File: config.mk
export PLATFORM = sky130hd
export DESIGN_NAME = dpio_top
export DESIGN_NICKNAME = d
export VERILOG_FILES = /design/src/pkg/dpio_pkg.sv /design/src/logic/dpio_top.sv
export SDC_FILE = /design/constraint.sdc
export NUM_CORES = 1
export LEC_CHECK = 0
export ABC_AREA = 1
export BUFFER_PORTS_ARGS = -buffer_cell sky130_fd_sc_hd__clkbuf_2
export CORE_UTILIZATION = 40
export DETAILED_ROUTE_END_ITERATION = 6
export PLACE_DENSITY = 0.62
export SLEW_MARGIN = 5
export SYNTH_ARGS = -nofsm -noshare
export SYNTH_HDL_FRONTEND = slang
export SYNTH_SLANG_ARGS = --single-unit
File: constraint.sdc
create_clock -name aclk -period 1.7 [get_ports aclk]
set_clock_uncertainty 0.05 [all_clocks]
set_input_delay 0.17 -clock aclk [delete_from_list [all_inputs] [get_ports aclk]]
set_output_delay 0.17 -clock aclk [all_outputs]
set_load 0.005 [all_outputs]
File: src/pkg/dpio_pkg.sv
// Package for the dual-port I/O block: register map, fields, resets, types
package dpio_pkg;
  // Register byte offsets
  localparam logic [7:0] wide_pin_levels_off = 8'h00;
  localparam logic [7:0] wide_latch_off = 8'h04;
  localparam logic [7:0] wide_dir_off = 8'h08;
  localparam logic [7:0] ctrl_pin_levels_off = 8'h0C;
  localparam logic [7:0] ctrl_latch_off = 8'h10;
  localparam logic [7:0] ctrl_dir_off = 8'h14;
  localparam logic [7:0] pwm_config_off = 8'h18;
  localparam logic [7:0] analog_sel_off = 8'h1C;
  // Field positions in the control-port direction register
  localparam int slave_select_bit = 4;
  localparam int overrun_bit = 5;
  localparam int out_pending_bit = 6;
  localparam int in_pending_bit = 7;
  // Field positions in the pwm config register
  localparam int pwm_mode_lo_bit = 6;
  localparam int pwm_mode_hi_bit = 7;
  localparam int pwm_tristate_bit = 0;
  // Reset values and AXI response codes
  localparam logic [7:0] wide_dir_rst = 8'hFF;
  localparam logic [2:0] ctrl_dir_rst = 3'h7;
  localparam logic [2:0] analog_sel_rst = 3'h7;
  localparam logic [1:0] axi_resp_okay = 2'h0;
  localparam logic [1:0] axi_resp_slverr = 2'h2;

  typedef enum logic [2:0] {
    dpio_idle_s = 3'b001,
    dpio_wresp_s = 3'b010,
    dpio_rresp_s = 3'b100
  } dpio_bus_state_t;

  typedef struct packed {
    logic [7:0] wide_in;
    logic [2:0] ctrl_in;
  } dpio_pins_t;

  typedef struct packed {
    dpio_bus_state_t wst;
    dpio_bus_state_t rst;
    logic awtaken;
    logic wtaken;
    logic [7:0] awaddr;
    logic [31:0] wdata;
    logic [3:0] wstrb;
    logic [1:0] bresp;
    logic [31:0] rdata;
    logic [1:0] rresp;
    logic [7:0] wide_latch;
    logic [7:0] wide_dir;
    logic [2:0] ctrl_latch;
    logic [2:0] ctrl_dir;
    logic slave_select;
    logic overrun;
    logic [7:0] pwm_config;
    logic [2:0] analog_sel;
    dpio_pins_t sync1;
    dpio_pins_t sync2;
    logic [7:0] wide_out;
    logic [7:0] wide_oe;
    logic [2:0] ctrl_out;
    logic [2:0] ctrl_oe;
  } dpio_state_t;
endpackage : dpio_pkg

File: src/logic/dpio_top.sv
// Dual-port I/O block with slave-port and pwm override, AXI4-Lite registers
`timescale 1ns/100ps
`default_nettype none

// Summary of operation
// - Slave read drives latch, ignoring direction
// - Slave mode makes wide pins inputs
// - Pwm B, C, D outrank port and slave
// - Pwm pins optionally float during shutdown
// - Control port has three programmable pins
// - Analog control pins read as zero
// - Direction one floats pin, zero drives latch
// - Direction still governs drivers in analog
// - Power-on makes control pins analog
// - Upper direction bits hold slave controls
// - Control latch is directly addressable
// - Unimplemented bits read as zero
// - Registers absent on small package
// - Slave select bit switches wide port
// - Control pins are read, write, select strobes
// - Dual or quad pwm disables slave port
module dpio_top #(
  parameter bit large_package = 1'b1
) (
  // Clock and reset
  input wire logic aclk,
  input wire logic aresetn,
  // AXI4-Lite write address
  input wire logic [7:0] s_axi_awaddr,
  input wire logic s_axi_awvalid,
  output logic s_axi_awready,
  // AXI4-Lite write data
  input wire logic [31:0] s_axi_wdata,
  input wire logic [3:0] s_axi_wstrb,
  input wire logic s_axi_wvalid,
  output logic s_axi_wready,
  // AXI4-Lite write response
  output logic [1:0] s_axi_bresp,
  output logic s_axi_bvalid,
  input wire logic s_axi_bready,
  // AXI4-Lite read
  input wire logic [7:0] s_axi_araddr,
  input wire logic s_axi_arvalid,
  output logic s_axi_arready,
  output logic [31:0] s_axi_rdata,
  output logic [1:0] s_axi_rresp,
  output logic s_axi_rvalid,
  input wire logic s_axi_rready,
  // Wide-port pins, upper four
  input wire logic [7:4] wide_pin_in,
  output logic [7:4] wide_pin_out,
  output logic [7:4] wide_pin_oe,
  // Control-port pins
  input wire logic [2:0] ctrl_pin_in,
  output logic [2:0] ctrl_pin_out,
  output logic [2:0] ctrl_pin_oe,
  // Pwm channel drive and shutdown
  input wire logic pwm_channel_b_out,
  input wire logic pwm_channel_c_out,
  input wire logic pwm_channel_d_out,
  input wire logic pwm_shutdown,
  // Slave-port status from the slave handshake logic
  input wire logic input_word_pending,
  input wire logic output_word_pending,
  input wire logic input_overrun_set,
  // Slave-port enable toward the handshake logic
  output logic slave_interface_active
);

  dpio_pkg::dpio_state_t s_reg;
  dpio_pkg::dpio_state_t s_next;

  logic slave_on;
  logic pwm_on;
  logic slave_read;
  logic [7:0] wide_in_view;
  logic [2:0] ctrl_in_view;
  logic [2:0] pwm_drive;
  logic [7:0] wide_levels;

  // Byte lane merge for an 8-bit register
  function automatic logic [7:0] lane0(input logic [7:0] old,
                                       input logic [31:0] d,
                                       input logic [3:0] st);
    lane0 = st[0] ? d[7:0] : old;
  endfunction : lane0

  function automatic logic decode_ok(input logic [7:0] a);
    decode_ok = large_package && (a[1:0] == 2'h0) &&
      (a <= dpio_pkg::analog_sel_off);
  endfunction : decode_ok

  // Dual or quad pwm owns pins 5..7 and gates slave mode off
  assign pwm_on = s_reg.pwm_config[dpio_pkg::pwm_mode_hi_bit] |
    s_reg.pwm_config[dpio_pkg::pwm_mode_lo_bit];
  assign slave_on = s_reg.slave_select && !pwm_on;
  // Active-low strobes: select is pin 2, read is pin 0
  assign slave_read = slave_on && !s_reg.sync2.ctrl_in[2] &&
    !s_reg.sync2.ctrl_in[0];
  assign wide_in_view = s_reg.sync2.wide_in;
  assign ctrl_in_view = s_reg.sync2.ctrl_in & ~s_reg.analog_sel;
  assign pwm_drive = {pwm_channel_d_out, pwm_channel_c_out,
                      pwm_channel_b_out};
  assign wide_levels = {wide_in_view[7:4], 4'h0};

  always_comb begin
    s_next = s_reg;
    s_next.sync1.wide_in = {wide_pin_in, 4'h0};
    s_next.sync1.ctrl_in = ctrl_pin_in;
    s_next.sync2 = s_reg.sync1;
    // Overrun flag: set wins over software clear
    if (input_overrun_set) begin
      s_next.overrun = 1'b1;
    end

    // Write channel
    case (s_reg.wst)
      dpio_pkg::dpio_idle_s: begin
        if (s_axi_awvalid && !s_reg.awtaken) begin
          s_next.awtaken = 1'b1;
          s_next.awaddr = s_axi_awaddr;
        end
        if (s_axi_wvalid && !s_reg.wtaken) begin
          s_next.wtaken = 1'b1;
          s_next.wdata = s_axi_wdata;
          s_next.wstrb = s_axi_wstrb;
        end
        if (s_reg.awtaken && s_reg.wtaken) begin
          s_next.awtaken = 1'b0;
          s_next.wtaken = 1'b0;
          s_next.wst = dpio_pkg::dpio_wresp_s;
          s_next.bresp = dpio_pkg::axi_resp_okay;
          if (!decode_ok(s_reg.awaddr)) begin
            s_next.bresp = dpio_pkg::axi_resp_slverr;
          end else begin
            case (s_reg.awaddr)
              dpio_pkg::wide_pin_levels_off,
              dpio_pkg::wide_latch_off: begin
                s_next.wide_latch = lane0(s_reg.wide_latch,
                  s_reg.wdata, s_reg.wstrb);
              end
              dpio_pkg::wide_dir_off: begin
                s_next.wide_dir = lane0(s_reg.wide_dir,
                  s_reg.wdata, s_reg.wstrb);
              end
              dpio_pkg::ctrl_pin_levels_off,
              dpio_pkg::ctrl_latch_off: begin
                if (s_reg.wstrb[0]) begin
                  s_next.ctrl_latch = s_reg.wdata[2:0];
                end
              end
              dpio_pkg::ctrl_dir_off: begin
                if (s_reg.wstrb[0]) begin
                  s_next.ctrl_dir = s_reg.wdata[2:0];
                  s_next.slave_select =
                    s_reg.wdata[dpio_pkg::slave_select_bit];
                  if (!s_reg.wdata[dpio_pkg::overrun_bit] &&
                      !input_overrun_set) begin
                    s_next.overrun = 1'b0;
                  end
                end
              end
              dpio_pkg::pwm_config_off: begin
                s_next.pwm_config = lane0(s_reg.pwm_config,
                  s_reg.wdata, s_reg.wstrb);
              end
              dpio_pkg::analog_sel_off: begin
                if (s_reg.wstrb[0]) begin
                  s_next.analog_sel = s_reg.wdata[2:0];
                end
              end
              default: begin
                s_next.bresp = dpio_pkg::axi_resp_slverr;
              end
            endcase
          end
        end
      end
      dpio_pkg::dpio_wresp_s: begin
        if (s_axi_bready) begin
          s_next.wst = dpio_pkg::dpio_idle_s;
        end
      end
      default: begin
        s_next.wst = dpio_pkg::dpio_idle_s;
      end
    endcase

    // Read channel
    case (s_reg.rst)
      dpio_pkg::dpio_idle_s: begin
        if (s_axi_arvalid) begin
          s_next.rst = dpio_pkg::dpio_rresp_s;
          s_next.rdata = 32'h0000_0000;
          s_next.rresp = dpio_pkg::axi_resp_okay;
          if (!decode_ok(s_axi_araddr)) begin
            s_next.rresp = dpio_pkg::axi_resp_slverr;
          end else begin
            case (s_axi_araddr)
              dpio_pkg::wide_pin_levels_off: begin
                s_next.rdata[7:0] = wide_levels;
              end
              dpio_pkg::wide_latch_off: begin
                s_next.rdata[7:0] = s_reg.wide_latch;
              end
              dpio_pkg::wide_dir_off: begin
                s_next.rdata[7:0] = s_reg.wide_dir;
              end
              dpio_pkg::ctrl_pin_levels_off: begin
                s_next.rdata[2:0] = ctrl_in_view;
              end
              dpio_pkg::ctrl_latch_off: begin
                s_next.rdata[2:0] = s_reg.ctrl_latch;
              end
              dpio_pkg::ctrl_dir_off: begin
                s_next.rdata[2:0] = s_reg.ctrl_dir;
                s_next.rdata[dpio_pkg::slave_select_bit] =
                  s_reg.slave_select;
                s_next.rdata[dpio_pkg::overrun_bit] = s_reg.overrun;
                s_next.rdata[dpio_pkg::out_pending_bit] =
                  output_word_pending;
                s_next.rdata[dpio_pkg::in_pending_bit] =
                  input_word_pending;
              end
              dpio_pkg::pwm_config_off: begin
                s_next.rdata[7:0] = s_reg.pwm_config;
              end
              dpio_pkg::analog_sel_off: begin
                s_next.rdata[2:0] = s_reg.analog_sel;
              end
              default: begin
                s_next.rresp = dpio_pkg::axi_resp_slverr;
              end
            endcase
          end
        end
      end
      dpio_pkg::dpio_rresp_s: begin
        if (s_axi_rready) begin
          s_next.rst = dpio_pkg::dpio_idle_s;
        end
      end
      default: begin
        s_next.rst = dpio_pkg::dpio_idle_s;
      end
    endcase

    // Wide-port pin drive, priority pwm over slave over port
    for (int i = 4; i < 8; i++) begin
      s_next.wide_out[i] = s_reg.wide_latch[i];
      s_next.wide_oe[i] = !s_reg.wide_dir[i];
      if (slave_on) begin
        s_next.wide_oe[i] = slave_read;
      end
      if (i >= 5 && pwm_on && !s_reg.wide_dir[i]) begin
        s_next.wide_out[i] = pwm_drive[i-5];
        s_next.wide_oe[i] = !(pwm_shutdown &&
          s_reg.pwm_config[dpio_pkg::pwm_tristate_bit]);
      end
    end
    s_next.wide_out[3:0] = 4'h0;
    s_next.wide_oe[3:0] = 4'h0;
    // Control-port drive: direction rules even in analog mode
    s_next.ctrl_out = s_reg.ctrl_latch;
    s_next.ctrl_oe = ~s_reg.ctrl_dir;
    if (slave_on) begin
      s_next.ctrl_oe = 3'h0;
    end
    if (!large_package) begin
      s_next.wide_oe = 8'h00;
      s_next.ctrl_oe = 3'h0;
    end
  end

  always_ff @(posedge aclk) begin
    if (!aresetn) begin
      s_reg <= '0;
      s_reg.wst <= dpio_pkg::dpio_idle_s;
      s_reg.rst <= dpio_pkg::dpio_idle_s;
      s_reg.wide_dir <= dpio_pkg::wide_dir_rst;
      s_reg.ctrl_dir <= dpio_pkg::ctrl_dir_rst;
      s_reg.analog_sel <= dpio_pkg::analog_sel_rst;
    end else begin
      s_reg <= s_next;
    end
  end

  assign s_axi_awready = (s_reg.wst == dpio_pkg::dpio_idle_s) &&
    !s_reg.awtaken;
  assign s_axi_wready = (s_reg.wst == dpio_pkg::dpio_idle_s) &&
    !s_reg.wtaken;
  assign s_axi_bvalid = s_reg.wst == dpio_pkg::dpio_wresp_s;
  assign s_axi_bresp = s_reg.bresp;
  assign s_axi_arready = s_reg.rst == dpio_pkg::dpio_idle_s;
  assign s_axi_rvalid = s_reg.rst == dpio_pkg::dpio_rresp_s;
  assign s_axi_rdata = s_reg.rdata;
  assign s_axi_rresp = s_reg.rresp;
  assign wide_pin_out = s_reg.wide_out[7:4];
  assign wide_pin_oe = s_reg.wide_oe[7:4];
  assign ctrl_pin_out = s_reg.ctrl_out;
  assign ctrl_pin_oe = s_reg.ctrl_oe;
  assign slave_interface_active = slave_on;

endmodule : dpio_top

`default_nettype wire

-- Word-level counts from Yosys, hierarchy flattened
Index checks and enable logic that the tools add are counted.
- bits in registers: 135
- latch bits: 0
- memory bits (writable): 0
- bits in read-only memories: 0
- input bits: 73
- output and inout bits: 56
- word-level logic and storage cells: 152
- memories: 0
- add/subtract/negate cells: 0
- multipliers: 0
- div/mod/pow operators: 0
- magnitude comparators: 2
- equality and inequality tests: 22
- shift operators: 0
- muxes and demuxes: 44
- bitwise gates (word level): 5
- reduce and logical (&&, ||, !) cells: 52
- operators with widths (operator ; number):
    35-bit 2-to-1 mux ; 3
    8-bit by 5-bit == test with 1-bit output (second input constant) ; 8
    8-bit 2-to-1 mux ; 7
    8-bit by 4-bit == test with 1-bit output (second input constant) ; 4
    5-bit AND reduction ; 6
    3-bit 2-to-1 mux ; 8
    3-bit one-hot mux with 7 select lines ; 1
    4-bit one-hot mux with 5 select lines ; 1
    8-bit by 3-bit == test with 1-bit output (second input constant) ; 2
    8-bit by 5-bit less-or-equal comparator with 1-bit output (second input constant) ; 2
    8-bit logical NOT ; 2
    2-bit AND reduction ; 8
    8-bit OR reduction ; 2
    1-bit logical AND ; 15
    1-bit 2-to-1 mux ; 14
    1-bit logical NOT ; 12
    3-bit one-hot mux with 2 select lines ; 2
    2-bit 2-to-1 mux ; 5
    5-bit 2-to-1 mux ; 2
    3-bit by 1-bit == test with 1-bit output (second input constant) ; 2
    3-bit inverter ; 2
    2-bit OR reduction ; 3
    2-bit logical NOT ; 2
    2-bit by 1-bit != test with 1-bit output (second input constant) ; 2
    other kinds (8) ; 10

-- Longest topological paths before layout
- depth in word-level cells: 8
- gate-level depth with buffers: 10
- gate-level depth less buffers: 9

-- Worst setup path before layout
OpenSTA, ideal clock, no wires.
- kind: reg-to-reg
- from: register s_reg[158] in the netlist's numbering
- to: register s_reg[68] in the netlist's numbering
- library setup time: 0.142 ns
- arrival time: 1.207 ns
- slack: 0.301 ns
- cell stages (with the launch flop): 10
- clock period less this slack: 1.399 ns
- cell sequence: dfxtp_1 > nor2_2 > nand2_2 > nor2_4 > nand3_4 > inv_2 > nand3b_4 > buf_6 > nand2_1 > o211ai_2
- longest elaborated chain between the ends: 3
- elaborated cells on any way between the ends: 4
- ends and longest elaborated chain (what ; RTL line ; text):
    start, declared ; dpio_top.sv:70 ; dpio_pkg::dpio_state_t s_reg;
    start signal, assigned ; dpio_top.sv:284 ; s_reg <= s_next;
    8-bit by 5-bit less-or-equal comparator with 1-bit output ; dpio_top.sv:90 ; (a <= dpio_pkg::analog_sel_off);
    1-bit logical AND ; dpio_top.sv:89 ; decode_ok = large_package && (a[1:0] == 2'h0) &&
    5-bit AND reduction (no line) (*) ; - ;
Every way passes the cells marked *; elsewhere a longest branch is shown, timed or not.
A chain may end at the register's enable or synchronous reset.

-- Worst setup path after layout
Same ends and word-level chain as after synthesis.

==> results.py <==
metrics = {
    "outcome": {
        "status": "completed",
    },
    "finish": {
        "n_antenna_cell": 0,
        "layout.nets": 699,
        "utilization": 0.4722,
        "drive_above_1_share": 0.2124,
        "fill_cells": 1054,
        "area_growth_pct": 13.68,
        "largest_reg_flops": 57,
    },
    "global_route": {
        "grt_max_degree": 27,
        "antenna_found_initial": 0,
        "grt_pass1_wl_mm": 15.48,
        "grt_pass1_vias": 3274,
        "grt.total_usage": 0.1743,
        "gr-total-overflow": 0,
    },
    "floorplanning": {
        "dieWidth_um": 106,
        "core-area_um2": 10420,
        "start_util": 0.4154,
        "dieArea_um2": 11240,
        "fp.dieH_um": 106,
        "ios": 129,
        "rows": 37,
    },
    "job": {
        "maxCapViolations": 0,
    },
    "timing": {
        "period_minus_slack_ns": 1.567,
        "hold_violations": 0,
        "setup_viol": 0,
        "tns_ns": 0,
        "rsz0062_at_grt": "yes",
        "min_period_over_period": 0.9219,
        "fmax_ghz": 0.6381,
        "drv_slew": 0,
        "holdWs_ns": 0.01285,
    },
    "routing": {
        "wl_per_cell_um": 12.03,
        "drc": 0,
        "drt_wl_total_mm": 9.226,
        "num_vias": 3590,
        "highest_layer": "met4",
        "dr.pass1.iters": 4,
        "dr_wl_met3_um": 535,
        "wl_met1_mm": 4.354,
        "first_iter_violations": 152,
        "drt.antenna.violating_nets": 0,
        "viasPerCell": 4.681,
        "routed-wl-met2_mm": 4.190,
    },
    "critical_path": {
        "crit_path_start_kind": "register",
        "worst_setup_path_end_kind": "register",
        "worstReg2RegStart": "s_reg[158]",
        "max_stage_delay_ns": 0.33,
        "slowest_stage": "dfxtp_1",
        "worstPathCellList": "nor2_2, nand2_2, nor2_4, nand3_4, inv_2, nand3b_4, nand2_1, o211ai_2",
        "cp_max_fo": 16,
        "cp.arrival_ns": 1.76,
        "worstSetupPathType": "reg -> reg",
        "startpoint": "s_reg[158]",
        "crit_required_ns": 1.89,
    },
    "logic_synthesis": {
        "yosys.area.top_type": "dfxtp_1",
        "synth_seq_cells": 96,
        "yosysWarnings": 0,
        "yosys.cell_count.top_type": "nand2_1",
        "synth_area_um2": 4327,
        "syn-instance-count": 560,
        "synth.area.top_cells": "dfxtp_1 44%, buf_4 9.0%, nand2_1 8.7%",
        "yosys.cell_types.count": 34,
        "synth.top_cell.area_share": 0.4442,
        "synth_flop_cell": "dfxtp_1",
        "syn_area_per_cell_um2": 7.726,
        "yosysSeqAreaShare": 0.4442,
        "synth_edf_count": 0,
        "synth_common_cells": "100 x nand2_1, 96 x dfxtp_1, 62 x nor2_1",
        "async_flop_share": 0,
    },
    "clock_network": {
        "cts.sinks": 96,
        "htreeDepth": 3,
        "clk_pin_slew_worst_paths_ns": 0.09,
        "clock-root-buffer": "clkbuf_8",
        "cts_buffer_depth": 2,
        "cts_tree": "done",
        "post_cts_buffers": 0,
        "cts_made_buffers": 9,
        "clk_latency_ns": 0.36,
    },
    "placed_design": {
        "hpwlAfterDp_mm": 6.805,
        "portBuffers": 75,
        "gp_congestion": 0.8247,
    },
    "hold_path": {
        "min_path_type": "in -> reg",
        "hold_start": "s_axi_awaddr[5]",
    },
    "power_and_ir_drop": {
        "power.total_mw": 4.317,
        "power_leakage_nw": 2.411,
        "ir_drop_mv": 0.6171,
        "power.density_nw_per_um2": 877.7,
    },
}
[power by group]
part / internal [mW] / switching (mW) / leakage (nW) / total [mW]
clock: 0.755 / 0.766 / 0.101 / 1.52
combinational: 0.161 / 0.283 / 1.53 / 0.444
sequential: 2.32 / 0.0334 / 0.783 / 2.35
[cells by family after synthesis]
kind of cell / synth area share
AOI/OAI and AO/OA: 0.1426
and+or+nand+nor: 0.2455
other: 0.0008667
DFF: 0.4442
buffers and inverters: 0.1669
[per-layer routing]
layer	up-vias	global-route usage
met5	-	0
met4	0	0.05357
met3	12	0.03924
met2	109	0.2838
met1	1608	0.2296
li1	1861	-
[cell type report]
cell class / instances / area (um2) / share of cell area
Multi-Input combinational cell: 356 / 1779 / 0.3617
Tap cell: 136 / 170.2 / 0.03460
Inverter: 64 / 240.2 / 0.04884
Timing Repair Buffer: 99 / 600.6 / 0.1221
Sequential cell: 96 / 1922 / 0.3907
Clock inverter: 5 / 55.05 / 0.01119
Clock buffer: 11 / 151.4 / 0.03078
[cells in the final DEF (no fill, tap or decap), drive strengths merged, types with 13 or more instances in the layout]
master	Yosys	routed
nand2	104	104
nor2	70	70
clkbuf	9	86
o21ai	33	33
nand3	45	45
inv	62	62
o211ai	14	14
conb	1	26
dlygate4sd3	0	13
a21oi	36	36
dfxtp	96	96
[critical path: cells and delay by family, from the launching register on]
family                 cells  cell delay, ns
AND/OR/NAND/NOR            6            0.88
flip-flops                 1            0.33
buffers and inverters      1            0.10
AO/OA/AOI/OAI              1            0.08
[path summary, 6_finish.rpt]
kind              cells after the start  slack, ns               to
setup reg to reg                      8       0.13        s_reg[68]
hold / removal                        3       0.01       s_reg[156]
hold reg to reg                       2       0.37  wide_in_view[5]
setup / recovery                      8       0.13        s_reg[68]
[through the flow]
step / cells / area, um2 / setup slack [ns]
final: 767 / 4918 / 0.1327
after global routing: 767 / 4918 / -0.009392
after CTS: 767 / 4916 / 0.1030
after detailed placement: 738 / 4579 / 0.1426
after global placement: 738 / 4579 / 0.1734
after floorplan: 585 / 4420 / 0.3009
[timing repair]
item                       4_1_cts  5_1_grt
setup endpoints to repair        0        4
gates resized for setup          0        1
hold buffers                    13        0
hold endpoints to repair        13        0
(Power assumes the default switching activity.)
